**config.mk**
```make
export PLATFORM = sky130hd
export DESIGN_NAME = pslld_top
export DESIGN_NICKNAME = d
export VERILOG_FILES = /design/src/rtl/pslld_lock.v /design/src/rtl/pslld_sync.v /design/src/rtl/pslld_top.v
export VERILOG_INCLUDE_DIRS = /design/src /design/src/rtl
export SDC_FILE = /design/constraint.sdc
export NUM_CORES = 1
export LEC_CHECK = 0
export BUFFER_PORTS_ARGS = -buffer_cell sky130_fd_sc_hd__clkbuf_2
export CELL_PAD_IN_SITES_DETAIL_PLACEMENT = 0
export CELL_PAD_IN_SITES_GLOBAL_PLACEMENT = 2
export CORE_MARGIN = 2
export CORE_UTILIZATION = 35
export CTS_CLUSTER_SIZE = 24
export DETAILED_ROUTE_END_ITERATION = 8
export PLACE_DENSITY = 0.66
export SLEW_MARGIN = 20
export SYNTH_ARGS = -nofsm -noshare
export SYNTH_HDL_FRONTEND = slang
export SYNTH_SLANG_ARGS = --single-unit
```
**constraint.sdc**
```tcl
create_clock -name CLK_SYS_IN -period 9.65 [get_ports CLK_SYS_IN]
set_input_delay 1.4475 -clock CLK_SYS_IN [delete_from_list [all_inputs] [get_ports CLK_SYS_IN]]
set_output_delay 1.4475 -clock CLK_SYS_IN [all_outputs]
set_load 0.05 [all_outputs]
```
**src/rtl/pslld_consts.vh**
```
/*
  Shared constants of the serial latch and lock detect block: word layout,
  latch select codes, field positions, output source codes and lock timing.
  Assumes it is included by its bare name from every design file that uses it.
*/
`ifndef PSLLD_CONSTS_VH
`define PSLLD_CONSTS_VH

// ==========================================================================
// Serial word and latch select
`define PSLLD_WORD_W        24
`define PSLLD_WORD_MSB      23
`define PSLLD_SEL_MSB       1
`define PSLLD_SEL_LSB       0
`define PSLLD_SEL_REF       2'h0
`define PSLLD_SEL_FB        2'h1
`define PSLLD_SEL_FUNC      2'h2
`define PSLLD_SEL_INIT      2'h3

// ==========================================================================
// Field positions
`define PSLLD_REF_MSB       15
`define PSLLD_REF_LSB       2
`define PSLLD_REF_W         14
`define PSLLD_PULSE_W_MSB   17
`define PSLLD_PULSE_W_LSB   16
`define PSLLD_PRECISION_BIT 20
`define PSLLD_FB_MSB        20
`define PSLLD_FB_LSB        8
`define PSLLD_FB_W          13
`define PSLLD_GAIN_BIT      21
`define PSLLD_PUMP_HIZ_BIT  8
`define PSLLD_POLARITY_BIT  7
`define PSLLD_SRC_MSB       6
`define PSLLD_SRC_LSB       4
`define PSLLD_PDOWN_BIT     3
`define PSLLD_CNT_RST_BIT   2

// ==========================================================================
// Output source codes
`define PSLLD_SRC_HIZ       3'h0
`define PSLLD_SRC_DLOCK     3'h1
`define PSLLD_SRC_FB_DIV    3'h2
`define PSLLD_SRC_HIGH      3'h3
`define PSLLD_SRC_REF_DIV   3'h4
`define PSLLD_SRC_ALOCK     3'h5
`define PSLLD_SRC_SDATA     3'h6
`define PSLLD_SRC_LOW       3'h7

// ==========================================================================
// Lock detect timing
`define PSLLD_COUNT_COARSE  3'h3
`define PSLLD_COUNT_FINE    3'h5
`define PSLLD_LOCK_WIN_NS   15
`define PSLLD_UNLOCK_WIN_NS 25
`define PSLLD_CLK_PERIOD_NS 40
`define PSLLD_ERR_W         8

`endif

```
**src/rtl/pslld_lock.v**
```verilog
/*
  Phase error measurement between divided reference and feedback pulses,
  charge pump direction and the digital lock filter.
  Assumes one-cycle pulses on the system clock; error resolution is one cycle.
*/
`include "pslld_consts.vh"

module pslld_lock #(
  parameter ERR_W = `PSLLD_ERR_W
) (
  input  wire clk_in,
  input  wire rst_n_in,
  input  wire run_in,
  input  wire ref_pulse_in,
  input  wire fb_pulse_in,
  input  wire fine_in,
  input  wire polarity_in,
  output reg  digital_lock_out,
  output wire error_active_out,
  output wire pump_up_out,
  output wire pump_dn_out
);

  localparam [1:0] ST_IDLE     = 2'h0;
  localparam [1:0] ST_REF_LEAD = 2'h1;
  localparam [1:0] ST_FB_LEAD  = 2'h2;
  localparam [ERR_W-1:0] ERR_ZERO = {ERR_W{1'b0}};
  localparam [ERR_W-1:0] ERR_ONE  = {{(ERR_W-1){1'b0}}, 1'b1};
  localparam [ERR_W-1:0] ERR_MAX  = {ERR_W{1'b1}};

  reg  [1:0]       state;
  reg  [ERR_W-1:0] err_cnt;
  reg  [2:0]       good_cnt;
  reg  [1:0]       next_state;
  reg  [ERR_W-1:0] next_err;
  reg              done;
  reg  [ERR_W-1:0] done_err;
  wire [ERR_W-1:0] err_inc;
  wire [31:0]      err_ns;
  wire             good;
  wire             bad;
  wire [2:0]       target;

  assign err_inc = (err_cnt == ERR_MAX) ? ERR_MAX : err_cnt + ERR_ONE;
  assign err_ns  = {{(32-ERR_W){1'b0}}, done_err} * `PSLLD_CLK_PERIOD_NS;
  assign good    = (err_ns < `PSLLD_LOCK_WIN_NS);
  assign bad     = (err_ns > `PSLLD_UNLOCK_WIN_NS);
  assign target  = fine_in ? `PSLLD_COUNT_FINE : `PSLLD_COUNT_COARSE;

  // ==========================================================================
  // Phase detector: time from leading edge to lagging edge
  always @* begin
    next_state = state;
    next_err   = err_cnt;
    done       = 1'b0;
    done_err   = err_cnt;
    case (state)
      ST_IDLE: begin
        if (ref_pulse_in && fb_pulse_in) begin
          done     = 1'b1;
          done_err = ERR_ZERO;
        end else if (ref_pulse_in) begin
          next_state = ST_REF_LEAD;
          next_err   = ERR_ONE;
        end else if (fb_pulse_in) begin
          next_state = ST_FB_LEAD;
          next_err   = ERR_ONE;
        end
      end
      ST_REF_LEAD: begin
        if (fb_pulse_in) begin
          done       = 1'b1;
          next_state = ST_IDLE;
        end else if (ref_pulse_in) begin
          // A second leading edge is a cycle slip: worst error
          done     = 1'b1;
          done_err = ERR_MAX;
          next_err = ERR_ONE;
        end else begin
          next_err = err_inc;
        end
      end
      ST_FB_LEAD: begin
        if (ref_pulse_in) begin
          done       = 1'b1;
          next_state = ST_IDLE;
        end else if (fb_pulse_in) begin
          done     = 1'b1;
          done_err = ERR_MAX;
          next_err = ERR_ONE;
        end else begin
          next_err = err_inc;
        end
      end
      default: begin
        next_state = ST_IDLE;
        next_err   = ERR_ZERO;
      end
    endcase
  end

  // ==========================================================================
  // Lock filter
  always @(posedge clk_in or negedge rst_n_in) begin
    if (!rst_n_in) begin
      state            <= ST_IDLE;
      err_cnt          <= ERR_ZERO;
      good_cnt         <= 3'h0;
      digital_lock_out <= 1'b0;
    end else if (!run_in) begin
      state            <= ST_IDLE;
      err_cnt          <= ERR_ZERO;
      good_cnt         <= 3'h0;
      digital_lock_out <= 1'b0;
    end else begin
      state   <= next_state;
      err_cnt <= next_err;
      if (done) begin
        if (good) begin
          if (good_cnt + 3'h1 >= target) begin
            digital_lock_out <= 1'b1;
          end
          if (good_cnt < target) begin
            good_cnt <= good_cnt + 3'h1;
          end
        end else begin
          good_cnt <= 3'h0;
          if (bad) begin
            digital_lock_out <= 1'b0;
          end
        end
      end
    end
  end

  assign error_active_out = (state != ST_IDLE);
  assign pump_up_out      = polarity_in ? (state == ST_REF_LEAD) : (state == ST_FB_LEAD);
  assign pump_dn_out      = polarity_in ? (state == ST_FB_LEAD) : (state == ST_REF_LEAD);

endmodule

```
**src/rtl/pslld_sync.v**
```verilog
/*
  Two-flop synchroniser for a vector of independent pin levels.
  Assumes each bit is a slow level; no relation between bits is kept.
*/
module pslld_sync #(
  parameter WIDTH = 6
) (
  input  wire             clk_in,
  input  wire             rst_n_in,
  input  wire [WIDTH-1:0] async_in,
  output reg  [WIDTH-1:0] sync_out
);

  reg [WIDTH-1:0] meta;

  // ==========================================================================
  // First stage feeds only the second stage
  always @(posedge clk_in or negedge rst_n_in) begin
    if (!rst_n_in) begin
      meta     <= {WIDTH{1'b0}};
      sync_out <= {WIDTH{1'b0}};
    end else begin
      meta     <= async_in;
      sync_out <= meta;
    end
  end

endmodule

```
**src/rtl/pslld_top.v**
```verilog
/*
  Three-wire serial programming front end with four write-only latches,
  reference and feedback dividers, lock detection and the output pin
  multiplexer of a PLL synthesizer.
  Assumes all pins are asynchronous to CLK_SYS_IN and change far slower
  than it; serial clock edges must be at least three system cycles apart.
*/
`include "pslld_consts.vh"

module pslld_top #(
  parameter WORD_W = `PSLLD_WORD_W,
  parameter REF_W  = `PSLLD_REF_W,
  parameter FB_W   = `PSLLD_FB_W
) (
  input  wire CLK_SYS_IN,
  input  wire RSTN_IN,
  input  wire SCLK_IN,
  input  wire SDATA_IN,
  input  wire LOAD_STROBE_IN,
  input  wire POWER_ENABLE_IN,
  input  wire REF_IN,
  input  wire FB_IN,
  output reg  MULTIPLEXED_OUTPUT_PIN_OUT,
  output reg  MULTIPLEXED_OUTPUT_PIN_OE_N_OUT,
  output reg  PUMP_UP_OUT,
  output reg  PUMP_DN_OUT,
  output reg  PUMP_OE_N_OUT,
  output reg  PUMP_GAIN_SELECT_OUT,
  output reg  POWERED_DOWN_OUT
);

  localparam SYNC_W     = 6;
  localparam IX_SCLK    = 0;
  localparam IX_SDATA   = 1;
  localparam IX_STROBE  = 2;
  localparam IX_ENABLE  = 3;
  localparam IX_REF     = 4;
  localparam IX_FB      = 5;

  localparam [REF_W-1:0] REF_ZERO = {REF_W{1'b0}};
  localparam [REF_W-1:0] REF_ONE  = {{(REF_W-1){1'b0}}, 1'b1};
  localparam [FB_W-1:0]  FB_ZERO  = {FB_W{1'b0}};
  localparam [FB_W-1:0]  FB_ONE   = {{(FB_W-1){1'b0}}, 1'b1};
  localparam [WORD_W-1:0] WORD_ZERO = {WORD_W{1'b0}};

  // ==========================================================================
  // Pin synchronisation and edge detection
  wire [SYNC_W-1:0] pins_s;
  reg  [SYNC_W-1:0] pins_d;
  wire              sclk_rise;
  wire              strobe_rise;
  wire              ref_rise;
  wire              fb_rise;

  pslld_sync #(
    .WIDTH    (SYNC_W)
  ) u_sync (
    .clk_in   (CLK_SYS_IN),
    .rst_n_in (RSTN_IN),
    .async_in ({FB_IN, REF_IN, POWER_ENABLE_IN, LOAD_STROBE_IN, SDATA_IN, SCLK_IN}),
    .sync_out (pins_s)
  );

  always @(posedge CLK_SYS_IN or negedge RSTN_IN) begin
    if (!RSTN_IN) begin
      pins_d <= {SYNC_W{1'b0}};
    end else begin
      pins_d <= pins_s;
    end
  end

  assign sclk_rise   = pins_s[IX_SCLK] & ~pins_d[IX_SCLK];
  assign strobe_rise = pins_s[IX_STROBE] & ~pins_d[IX_STROBE];
  assign ref_rise    = pins_s[IX_REF] & ~pins_d[IX_REF];
  assign fb_rise     = pins_s[IX_FB] & ~pins_d[IX_FB];

  // ==========================================================================
  // Input shift register
  reg [WORD_W-1:0] shift_word;

  always @(posedge CLK_SYS_IN or negedge RSTN_IN) begin
    if (!RSTN_IN) begin
      shift_word <= WORD_ZERO;
    end else if (sclk_rise) begin
      shift_word <= {shift_word[WORD_W-2:0], pins_s[IX_SDATA]};
    end
  end

  // ==========================================================================
  // Write-only latches
  reg [WORD_W-1:0] reference_divider_latch;
  reg [WORD_W-1:0] feedback_divider_latch;
  reg [WORD_W-1:0] function_control_latch;
  reg [WORD_W-1:0] initialization_control_latch;
  reg [WORD_W-1:0] active_control;
  wire [1:0]       latch_select_bits;

  assign latch_select_bits = shift_word[`PSLLD_SEL_MSB:`PSLLD_SEL_LSB];

  always @(posedge CLK_SYS_IN or negedge RSTN_IN) begin
    if (!RSTN_IN) begin
      reference_divider_latch      <= WORD_ZERO;
      feedback_divider_latch       <= WORD_ZERO;
      function_control_latch       <= WORD_ZERO;
      initialization_control_latch <= WORD_ZERO;
      active_control               <= WORD_ZERO;
    end else if (strobe_rise) begin
      case (latch_select_bits)
        `PSLLD_SEL_REF: begin
          reference_divider_latch <= shift_word;
        end
        `PSLLD_SEL_FB: begin
          feedback_divider_latch <= shift_word;
        end
        `PSLLD_SEL_FUNC: begin
          function_control_latch <= shift_word;
          active_control         <= shift_word;
        end
        default: begin
          initialization_control_latch <= shift_word;
          active_control               <= shift_word;
        end
      endcase
    end
  end

  // ==========================================================================
  // Decoded fields
  wire [REF_W-1:0] reference_divide_ratio;
  wire [FB_W-1:0]  feedback_divide_ratio;
  wire             lock_precision_select;
  wire [1:0]       pulse_width_select;
  wire [2:0]       output_source_select;
  wire             pump_gain_select;
  wire             pump_hiz;
  wire             phase_polarity;
  wire             soft_power_down;
  wire             counter_hold;
  wire             power_down;
  wire             run;

  assign reference_divide_ratio = reference_divider_latch[`PSLLD_REF_MSB:`PSLLD_REF_LSB];
  assign pulse_width_select     = reference_divider_latch[`PSLLD_PULSE_W_MSB:`PSLLD_PULSE_W_LSB];
  assign lock_precision_select  = reference_divider_latch[`PSLLD_PRECISION_BIT];
  assign feedback_divide_ratio  = feedback_divider_latch[`PSLLD_FB_MSB:`PSLLD_FB_LSB];
  assign pump_gain_select       = feedback_divider_latch[`PSLLD_GAIN_BIT];
  assign output_source_select   = active_control[`PSLLD_SRC_MSB:`PSLLD_SRC_LSB];
  assign pump_hiz               = active_control[`PSLLD_PUMP_HIZ_BIT];
  assign phase_polarity         = active_control[`PSLLD_POLARITY_BIT];
  assign soft_power_down        = active_control[`PSLLD_PDOWN_BIT];
  assign counter_hold           = active_control[`PSLLD_CNT_RST_BIT];

  assign power_down = ~pins_s[IX_ENABLE] | soft_power_down;
  assign run        = ~power_down & ~counter_hold;

  // ==========================================================================
  // Reference and feedback dividers
  // A zero ratio is not legal; it divides by one rather than stalling.
  reg  [REF_W-1:0] ref_cnt;
  reg  [FB_W-1:0]  fb_cnt;
  reg              ref_div_pulse;
  reg              fb_div_pulse;
  wire [REF_W-1:0] ref_last;
  wire [FB_W-1:0]  fb_last;

  assign ref_last = (reference_divide_ratio == REF_ZERO) ? REF_ZERO : reference_divide_ratio - REF_ONE;
  assign fb_last  = (feedback_divide_ratio == FB_ZERO) ? FB_ZERO : feedback_divide_ratio - FB_ONE;

  always @(posedge CLK_SYS_IN or negedge RSTN_IN) begin
    if (!RSTN_IN) begin
      ref_cnt       <= REF_ZERO;
      ref_div_pulse <= 1'b0;
    end else if (!run) begin
      ref_cnt       <= REF_ZERO;
      ref_div_pulse <= 1'b0;
    end else begin
      ref_div_pulse <= 1'b0;
      if (ref_rise) begin
        if (ref_cnt >= ref_last) begin
          ref_cnt       <= REF_ZERO;
          ref_div_pulse <= 1'b1;
        end else begin
          ref_cnt <= ref_cnt + REF_ONE;
        end
      end
    end
  end

  always @(posedge CLK_SYS_IN or negedge RSTN_IN) begin
    if (!RSTN_IN) begin
      fb_cnt       <= FB_ZERO;
      fb_div_pulse <= 1'b0;
    end else if (!run) begin
      fb_cnt       <= FB_ZERO;
      fb_div_pulse <= 1'b0;
    end else begin
      fb_div_pulse <= 1'b0;
      if (fb_rise) begin
        if (fb_cnt >= fb_last) begin
          fb_cnt       <= FB_ZERO;
          fb_div_pulse <= 1'b1;
        end else begin
          fb_cnt <= fb_cnt + FB_ONE;
        end
      end
    end
  end

  // ==========================================================================
  // Phase detector and lock filter
  wire digital_lock;
  wire error_active;
  wire pump_up;
  wire pump_dn;

  pslld_lock #(
    .ERR_W            (`PSLLD_ERR_W)
  ) u_lock (
    .clk_in           (CLK_SYS_IN),
    .rst_n_in         (RSTN_IN),
    .run_in           (run),
    .ref_pulse_in     (ref_div_pulse),
    .fb_pulse_in      (fb_div_pulse),
    .fine_in          (lock_precision_select),
    .polarity_in      (phase_polarity),
    .digital_lock_out (digital_lock),
    .error_active_out (error_active),
    .pump_up_out      (pump_up),
    .pump_dn_out      (pump_dn)
  );

  // ==========================================================================
  // Output multiplexer and pump drive
  reg next_mux_level;
  reg next_mux_oe_n;

  always @* begin
    next_mux_level = 1'b0;
    next_mux_oe_n  = 1'b0;
    case (output_source_select)
      `PSLLD_SRC_HIZ: begin
        next_mux_oe_n = 1'b1;
      end
      `PSLLD_SRC_DLOCK: begin
        next_mux_level = digital_lock;
      end
      `PSLLD_SRC_FB_DIV: begin
        next_mux_level = fb_div_pulse;
      end
      `PSLLD_SRC_HIGH: begin
        next_mux_level = 1'b1;
      end
      `PSLLD_SRC_REF_DIV: begin
        next_mux_level = ref_div_pulse;
      end
      `PSLLD_SRC_ALOCK: begin
        next_mux_oe_n = ~error_active;
      end
      `PSLLD_SRC_SDATA: begin
        next_mux_level = shift_word[`PSLLD_WORD_MSB];
      end
      default: begin
        next_mux_level = 1'b0;
      end
    endcase
  end

  always @(posedge CLK_SYS_IN or negedge RSTN_IN) begin
    if (!RSTN_IN) begin
      MULTIPLEXED_OUTPUT_PIN_OUT      <= 1'b0;
      MULTIPLEXED_OUTPUT_PIN_OE_N_OUT <= 1'b1;
      PUMP_UP_OUT                     <= 1'b0;
      PUMP_DN_OUT                     <= 1'b0;
      PUMP_OE_N_OUT                   <= 1'b1;
      PUMP_GAIN_SELECT_OUT            <= 1'b0;
      POWERED_DOWN_OUT                <= 1'b1;
    end else begin
      MULTIPLEXED_OUTPUT_PIN_OUT      <= next_mux_level;
      MULTIPLEXED_OUTPUT_PIN_OE_N_OUT <= next_mux_oe_n;
      PUMP_UP_OUT                     <= pump_up;
      PUMP_DN_OUT                     <= pump_dn;
      PUMP_OE_N_OUT                   <= power_down | pump_hiz;
      PUMP_GAIN_SELECT_OUT            <= pump_gain_select;
      POWERED_DOWN_OUT                <= power_down;
    end
  end

endmodule

```
=== Word level (Yosys, flattened, before mapping) ===
Cells that the tools add are included.

* Add/sub/neg operators: 6
* $mul: 1
* Magnitude comparators: 6
* Equal/unequal tests: 22
* Muxes and demuxes: 57
* Bitwise gates (word level): 16
* Reduce and logical (&&, ||, !) cells: 15

{| class="wikitable"
|+ Operators with widths
! kind !! number
|-
| $mux 8 || 14
|-
| $mux 14 || 4
|-
| $mux 13 || 4
|-
| $pmux 8 s3 || 2
|-
| $ne 3x3->1 const B || 8
|-
| $mux 1 || 18
|-
| $mux 3 || 5
|-
| $add 14x1->14 const B || 1
|-
| $ge 14x14->1 || 1
|-
| $gt 14x5->1 const B || 1
|-
| $logic_not 14->1 || 1
|-
| $lt 14x4->1 const B || 1
|-
| $sub 14x1->14 const B || 1
|-
| $add 13x1->13 const B || 1
|-
| $ge 13x13->1 || 1
|-
| $logic_not 13->1 || 1
|-
| $sub 13x1->13 const B || 1
|-
| $mux 2 || 6
|-
| $mul 8x3->11 const B || 1
|-
| $eq 3x3->1 const B || 3
|-
| $not 1->1 || 9
|-
| $add 8x1->8 const B || 1
|-
| $eq 8x8->1 const B || 1
|-
| $reduce_and 2->1 || 4
|-
| other kinds (22) || 33
|}

* Register bits after elaboration: 144
* Input port bits: 8
* Output and inout bits: 7
* Word-level logic and storage cells: 145

=== Longest topological paths before layout ===
Gate-level depths: netlist of run 1.

* Depth after elaboration: 9
* Depth in mapped cells: 17
* Gate-level depth less buffers: 14

=== Cells and area by module ===
A second synthesis of run 1 with hierarchy kept.

* Cell total of the unflattened synthesis: 632
* Area total of the unflattened synthesis: 6820.3 µm²

{| class="wikitable"
|+ By module, submodules not included
! module !! times used !! cells each !! area an instance (µm²) !! seq. area each (µm²)
|-
| pslld_top || 1 || 465 || 5157.4 || 2506.2
|-
| pslld_lock || 1 || 155 || 1362.6 || 350.3
|-
| pslld_sync || 1 || 12 || 300.3 || 300.3
|}

=== Worst setup path before layout of run 1 ===
Ideal clock, no wire load.

* Kind: reg2reg
* Start: register u_lock.state[0]
* End: register u_lock.good_cnt[1]
* Library setup time: 0.077 ns
* Data arrival time: 3.782 ns
* Data required time: 9.573 ns
* Slack: 5.791 ns
* Cell stages (with the launch flop): 16
* Path buffers: 2
* Period minus slack after synthesis: 3.859 ns
* Path through: dfrtp_1 -> inv_1 -> ha_1 -> clkbuf_1 -> a2111o_1 -> buf_2 -> a21o_1 -> ha_1 -> ha_1 -> fa_1 -> nor4_1 -> nand4_1 -> a2111o_1 -> or2_1 -> nand3b_4 -> o21ai_1

* Cells in the longest elaborated chain, start to end: 7
* Elaborated cells between the ends (all ways): 13
* Classes of those cells: mul: 1; order compare: 1; eq/ne: 4; mux: 5; reduce/logical: 2

{| class="wikitable"
|+ RTL lines
! element !! line !! text
|-
| start: declaration || pslld_lock.v:31 || <nowiki>reg [1:0] state;</nowiki>
|-
| start signal: assignment || pslld_lock.v:116 || <nowiki>state <= next_state;</nowiki>
|-
| $eq 2x2->1, or another cell as far along || pslld_lock.v:57 || <nowiki>case (state)</nowiki>
|-
| $pmux 8 s3 || pslld_lock.v:57 ||
|-
| $mul 8x3->11 (no line) || -- ||
|-
| $lt 14x4->1 (no line) || -- ||
|-
| $mux 3 || pslld_lock.v:119 || <nowiki>if (good) begin</nowiki>
|-
| $mux 3 || pslld_lock.v:118 || <nowiki>if (done) begin</nowiki>
|-
| $mux 3 || pslld_lock.v:110 || <nowiki>end else if (!run_in) begin</nowiki>
|-
| end signal: assignment || pslld_lock.v:124 || <nowiki>good_cnt <= good_cnt + 3'h1;</nowiki>
|-
| end: declaration || pslld_lock.v:33 || <nowiki>reg [2:0] good_cnt;</nowiki>
|}

Parallel ways exist; a longest one is shown, timed or not. The select of a mux whose other input is x is not followed.
A chain may end at the register's enable or synchronous reset.

=== Worst setup path after layout of run 1 ===
* Start: register u_lock.state[0]
* End: register u_lock.good_cnt[0]

The elaborated chain is that of the path after synthesis.

==> results of run 1 <==
-- placed cells by master, fill, tap and decap left out, types with 4 or more instances in the layout --
cell type  Yosys  routed
nand2_1       78      78
ha_1          52      52
nor4_1         6       6
nand4_1        8       8
nor2_1        30      30
mux2_2        57      57
nand3_1       25      25
a21o_1        14      14
o311ai_0       8       8
nor3_1         7       7
inv_1         18      18
o21ai_0       26      26
xnor2_1        7       7
clkbuf_16      0      17
dfrtp_1      123     123
inv_6          0       7
and2_1         5       5
buf_4          2       5
nand2b_1      13      13
and3_1         9       9
clkbuf_2       0      13
a22o_1         6       6
a31oi_1       10      10
a22oi_1        4       4
xor2_1        16      16
or2_2          7       7
a21oi_1       40      40
-- through the flow --
| stage | std cells | setup WS [ps] | util | power (mW) |
|---|---|---|---|---|
| floorplan | 653 | 5790 | - | 1.23 |
| global placement | 913 | 5460 | 0.373 | 1.38 |
| detailed placement | 913 | 5320 | 0.373 | 1.40 |
| CTS | 945 | 5320 | 0.403 | 2.05 |
| global route | 945 | 5040 | 0.403 | 2.17 |
| finish | 945 | 5310 | 0.403 | 2.02 |
-- critical path: stages, from the launching register on --
cell and delay (ps):
dfrtp_1 430, inv_1 120, ha_1 340, nand3b_1 110, a21oi_1 690, a21o_1 220, ha_1 250, ha_1 230
fa_1 440, nor4_1 280, nand4_1 160, a2111o_1 440, or2_1 240, nand3b_4 170, o21ai_2 150
-- power by group --
group	internal, mW	switching (mW)	leakage [nW]	total (mW)
sequential	0.625	0.105	1.66	0.730
combinational	0.284	0.366	1.71	0.650
clock	0.371	0.266	0.287	0.637
-- worst max path at each step --
stage | start | end | slack (ps) | depth (start not counted)
floorplan | u_lock.state[0] | u_lock.good_cnt[1] | 5790 | 15
finish | u_lock.state[0] | u_lock.good_cnt[0] | 5310 | 14
global route | u_lock.state[0] | u_lock.good_cnt[1] | 5040 | 14
CTS | u_lock.state[0] | u_lock.good_cnt[2] | 5320 | 14
detailed placement | u_lock.state[0] | u_lock.good_cnt[2] | 5320 | 14
global placement | u_lock.state[0] | u_lock.good_cnt[2] | 5460 | 14
-- state kept, by name (all words and copies together), names as in the netlist, 2 cells and up --
| signal | flops |
|---|---|
| pins_d | 4 |
| ref_cnt | 14 |
| fb_cnt | 13 |
| shift_word | 24 |
| reference_divider_latch | 15 |
| u_lock.good_cnt | 3 |
| feedback_divider_latch | 14 |
| u_sync.meta | 6 |
| u_lock.state | 2 |
| u_sync.sync_out | 6 |
| u_lock.err_cnt | 8 |
| active_control | 7 |
-- final cells by class --
cell class	instances	area (sq um)
fillers	1899	11500
multi-input cells	485	3540
flip-flops and latches	126	3160
clock buffers	18	439
well taps	265	332
clock inverters	14	144
repair buffers	19	114
inverters	18	67.6
-- metal layers --
layer	vias up	part of all wire	track usage	wire length (microns)
li1	2411	-	-	-
met1	2358	0.50	0.208	7350
met2	37	0.46	0.231	6760
met3	10	0.022	0.0353	321
met4	0	0.010	0.0470	146
met5	-	0	0	0
-- cell families after synthesis --
family,after synthesis,synth area share
buffers and inverters,42,0.0263
multiplexers,59,0.0965
AND/OR/NAND/NOR,210,0.156
AO/OA/AOI/OAI,140,0.134
XOR/XNOR,23,0.0294
adder cells (fa/ha/maj),53,0.0978
flip-flops,126,0.460
==> flow_metrics.py, run 1 <==
metrics = {
    "status": {
        "status": "finished, final reports clean",
    },
    "worst_setup_path": {
        "worst_setup_sp_type": "register",
        "terminus_of_the_critical_flop_to_flop_path": "u_lock.good_cnt[0]",
        "critical_path_required_ps": 9990,
        "register_to_register_path_depth": 14,
        "critical_path_peak_fanout": 11,
        "rr_startpoint": "u_lock.state[0]",
        "end_kind": "register",
        "critPathArrivalTime_ps": 4680,
        "worst-r2r-setup-slack_ps": 5310,
        "critical_path_class": "reg2reg",
    },
    "cts": {
        "cts_buffers": 17,
        "cts.root.buffer_cell": "clkbuf_16",
        "ctsHtreeMaxLevel": 4,
        "post_cts_clock_slew_at_the_launch_and_capture_registers_of_the_worst_setup_and_hold_paths_ps": 60,
        "cts_max_path_buffers": 2,
        "worstSkewPairLatency_ps": 420,
        "cts_post_setup_buffers_inserted": 0,
        "cts_hold_buf": 0,
        "clock_sinks": 126,
        "post_cts_resized": 0,
        "cts_tree": "built",
    },
    "synthesis": {
        "synth-main-ff-cell": "dfrtp_1",
        "synth_seq_area_share": 0.460,
        "synth_area_leader_cell": "dfrtp_1",
        "post_synth_main_area_contributors": "dfrtp_1 (45%), ha_1 (9.5%), mux2_2 (9.4%)",
        "synth_common_cells": "dfrtp_1 (123), nand2_1 (78), mux2_2 (57)",
        "yosysMostFrequentCell": "dfrtp_1",
        "syn_inst": 653,
        "synth_edf_count": 0,
        "synth_largest_type_area_fraction": 0.449,
        "synthesized_nets": 714,
        "synth-warning-count": 0,
        "synth-seq-cells": 126,
        "netlist_area_sq_mm": 0.00686,
        "netlist-cell-type-count": 64,
        "postSynthAreaPerCell_sq_um": 10.5,
        "synth-async-reset-ratio": 1.00,
    },
    "cells_and_area": {
        "insertedDiodeCount": 0,
        "design_area_sq_mm": 0.00779,
        "drive_above_1_share": 0.193,
        "final_nets": 728,
        "synthToLayoutAreaGrowth_pct": 13.6,
    },
    "floorplanning": {
        "num_rows": 51,
        "chip_height_microns": 144,
        "chipWidth_microns": 144,
        "die_outline_area_sq_mm": 0.0207,
        "design.portCount": 15,
        "initial_utilization": 0.355,
        "core_area_sq_mm": 0.0193,
    },
    "power_and_ir_drop": {
        "power.ir.vdd_worst_mv": 0.111,
        "power_per_cell_area_mw_per_mm2": 259,
        "static-leakage-power_nw": 3.66,
    },
    "global_routing": {
        "first_global_vias": 4740,
        "grt_antenna_before_repair": 0,
        "pin_count_of_the_biggest_net_entering_global_routing": 66,
        "overall_fraction_of_global_route_tracks_in_use": 0.150,
        "gr-total-overflow": 0,
        "wire_length_of_the_first_global_routing_pass_microns": 24300,
    },
    "sta": {
        "grt_setup_unrepaired": "no",
        "hold_viol_final": 0,
        "max_slew_margin": 0.324,
        "tns_ps": 0,
        "report.final.setup_viol": 0,
        "worst_slew_pin_slew_ps": 1010,
        "max_clock_freq_mhz": 230,
        "timing.final.max_slew_violations": 0,
        "finalClockSkew_ps": 12.8,
        "fin_crit_sh": 0.450,
        "period_needed_ps": 4340,
        "hold_ws_ps": 347,
    },
    "placement": {
        "place_congestion": 0.791,
        "detailed_place.area_sq_mm": 0.00721,
        "port-buffer-count": 14,
        "dp.final_hpwl_microns": 10300,
    },
    "routing": {
        "drt-pass1-iter-count": 4,
        "detail_route.drc_violations": 0,
        "vias": 4816,
        "drt_iter0_drc": 164,
        "drt_wl_total_microns": 14600,
        "postRouteAntennaNets": 0,
        "wl_per_cell_microns": 15.4,
        "route.detailed.vias_per_inst": 5.10,
    },
    "hold_path": {
        "timing.hold.worst.start": "u_sync.meta[1]",
        "worstHoldPathType": "reg2reg",
        "hold-path-endpoint": "u_sync.sync_out[1]",
        "cell_depth_of_the_worst_min_delay_path": 0,
    },
    "flow_run": {
        "maxCapViolations": 0,
    },
}
No activity file was read; power rests on OpenSTA's default activity.
==> run 2, diff against run 1 <==
PLACE_DENSITY = 0.69   (was 0.66)
clock period = 3.9 ns   (was 9.65 ns; I/O delays follow)
==> flow_metrics.py, run 2 (synthesized netlist as in run 1, its figures left out) <==
metrics = {
    "global_routing": {
        "wire_length_of_the_first_global_routing_pass_microns": 25700,
        "gr-total-overflow": 0,
        "first_global_vias": 5055,
        "overall_fraction_of_global_route_tracks_in_use": 0.158,
        "pin_count_of_the_biggest_net_entering_global_routing": 94,
        "grt_antenna_before_repair": 0,
    },
    "routing": {
        "route.detailed.vias_per_inst": 5.10,
        "wl_per_cell_microns": 15.7,
        "detail_route.drc_violations": 0,
        "drt_wl_total_microns": 15100,
        "postRouteAntennaNets": 0,
        "drt-pass1-iter-count": 4,
        "vias": 4924,
        "drt_iter0_drc": 208,
    },
    "floorplanning": {
        "die_outline_area_sq_mm": 0.0207,
        "num_rows": 51,
        "chip_height_microns": 144,
        "core_area_sq_mm": 0.0193,
        "chipWidth_microns": 144,
        "initial_utilization": 0.355,
        "design.portCount": 15,
    },
    "cts": {
        "post_cts_clock_slew_at_the_launch_and_capture_registers_of_the_worst_setup_and_hold_paths_ps": 70,
        "worstSkewPairLatency_ps": 420,
        "cts_tree": "built",
        "clock_sinks": 126,
        "cts.root.buffer_cell": "clkbuf_16",
        "cts_max_path_buffers": 2,
        "cts_buffers": 17,
        "ctsHtreeMaxLevel": 4,
    },
    "sta": {
        "hold_ws_ps": 221,
        "period_needed_ps": 3690,
        "max_clock_freq_mhz": 271,
        "max_slew_margin": 0.380,
        "report.final.setup_viol": 0,
        "setup_ws_ps": 206,
        "worst_slew_pin_slew_ps": 926,
        "hold_viol_final": 0,
        "timing.final.max_slew_violations": 0,
        "fin_crit_sh": 0.947,
        "finalClockSkew_ps": 11.9,
        "tns_ps": 0,
    },
    "power_and_ir_drop": {
        "static-leakage-power_nw": 3.78,
        "power.ir.vdd_worst_mv": 0.322,
        "power_per_cell_area_mw_per_mm2": 642,
    },
    "cells_and_area": {
        "regMostFlops": "shift_word",
        "flip_flop_count_of_the_largest_register_all_copies_and_words_added": 24,
        "most-common-layout-cells": "dfrtp_1 (123), nand2_1 (78), mux2_2 (57)",
        "final_nets": 750,
        "insertedDiodeCount": 0,
        "biggestRegsByFlops": "shift_word x24, reference_divider_latch x15",
        "synthToLayoutAreaGrowth_pct": 17.2,
        "final-instance-count-excl-fill": 966,
        "drive_above_1_share": 0.230,
        "n_fill_cell": 1874,
        "most_common_library_cell_in_the_layout_ignoring_fill_and_taps": "dfrtp_1",
        "layout.core_utilization": 0.416,
    },
    "status": {
        "status": "finished, final reports clean",
    },
    "worst_setup_path": {
        "register_to_register_path_depth": 11,
        "end_kind": "register",
        "worst-r2r-setup-slack_ps": 210,
        "critical_path_peak_fanout": 6,
        "rr_startpoint": "reference_divider_latch[10]",
        "critical_path_class": "reg2reg",
        "startpoint": "reference_divider_latch[10]",
        "terminus_of_the_critical_flop_to_flop_path": "ref_cnt[9]",
        "critical_path_required_ps": 4210,
        "critPathArrivalTime_ps": 4000,
        "worst_setup_sp_type": "register",
    },
    "flow_run": {
        "maxCapViolations": 0,
    },
    "placement": {
        "port-buffer-count": 14,
        "placement.setup.worst_slack_ps": -7.00,
        "dp.cells": 927,
        "dp.final_hpwl_microns": 10400,
        "place_congestion": 0.822,
    },
    "hold_path": {
        "worstHoldPathType": "in2async",
    },
}
## run 2: cell count changes in the layout (fill, tap and decap cells not counted), moves of 3 or more
cell	previous run	this run
o311ai_1	0	6
o311ai_0	8	2
ha_1	52	49
buf_4	5	25
## run 2: repair_timing
item / CTS / global route
endpoints found under the setup margin: 3 / 17
hold buffers: 0 / 0
pin swaps: 2 / 11
gates cloned: 0 / 1
resized for setup: 0 / 19
setup buffers: 4 / 3
endpoints found under the hold margin: 0 / 0
## run 2: critical path: stages (launching register included)
cell and delay (ps):
dfrtp_1 430, nor4_4 320, nand3_1 140, or4_4 450, or3_4 340, and2_1 160, ha_1 260, nand2b_1 150
a2111oi_2 390, o31ai_2 170, a211o_2 430, o311ai_0 330
## run 2: where the power goes
group | switching (mW) | leakage (nW) | internal [mW]
registers | 0.260 | 1.66 | 1.55
clock network | 0.646 | 0.293 | 1.02
logic | 0.945 | 1.83 | 0.743
total | 1.85 | 3.78 | 3.31
## run 2: worst max-delay path by stage
stage / cells after the start / to / slack (ps)
after floorplan: 15 / u_lock.good_cnt[1] / 40
after global placement: 13 / u_lock.good_cnt[1] / 130
after detailed placement: 13 / u_lock.good_cnt[2] / -7
after CTS: 13 / u_lock.good_cnt[2] / 30
after global routing: 14 / u_lock.good_cnt[0] / -30
final: 11 / ref_cnt[9] / 210
## run 2: area by class of cell
type | instances | area, sq um | share of cell area
Multi-Input combinational cell | 486 | 3590 | 0.447
Sequential cell | 126 | 3160 | 0.393
Clock buffer | 17 | 425 | 0.0530
Tap cell | 265 | 332 | 0.0413
Timing Repair Buffer | 40 | 275 | 0.0343
Clock inverter | 14 | 183 | 0.0227
Inverter | 18 | 67.6 | 0.00841
## run 2: metrics by stage
stage	total power, mW	area [sq um]
finish	5.16	8030
global route	5.57	8030
CTS	5.18	7940
detailed placement	3.49	7300
global placement	3.43	7300
floorplan	3.04	6860
## run 2: per-layer routing
layer	track usage	wire (microns)
met5	0	0
met4	0.0521	279
met3	0.0343	360
met2	0.251	7050
met1	0.215	7440
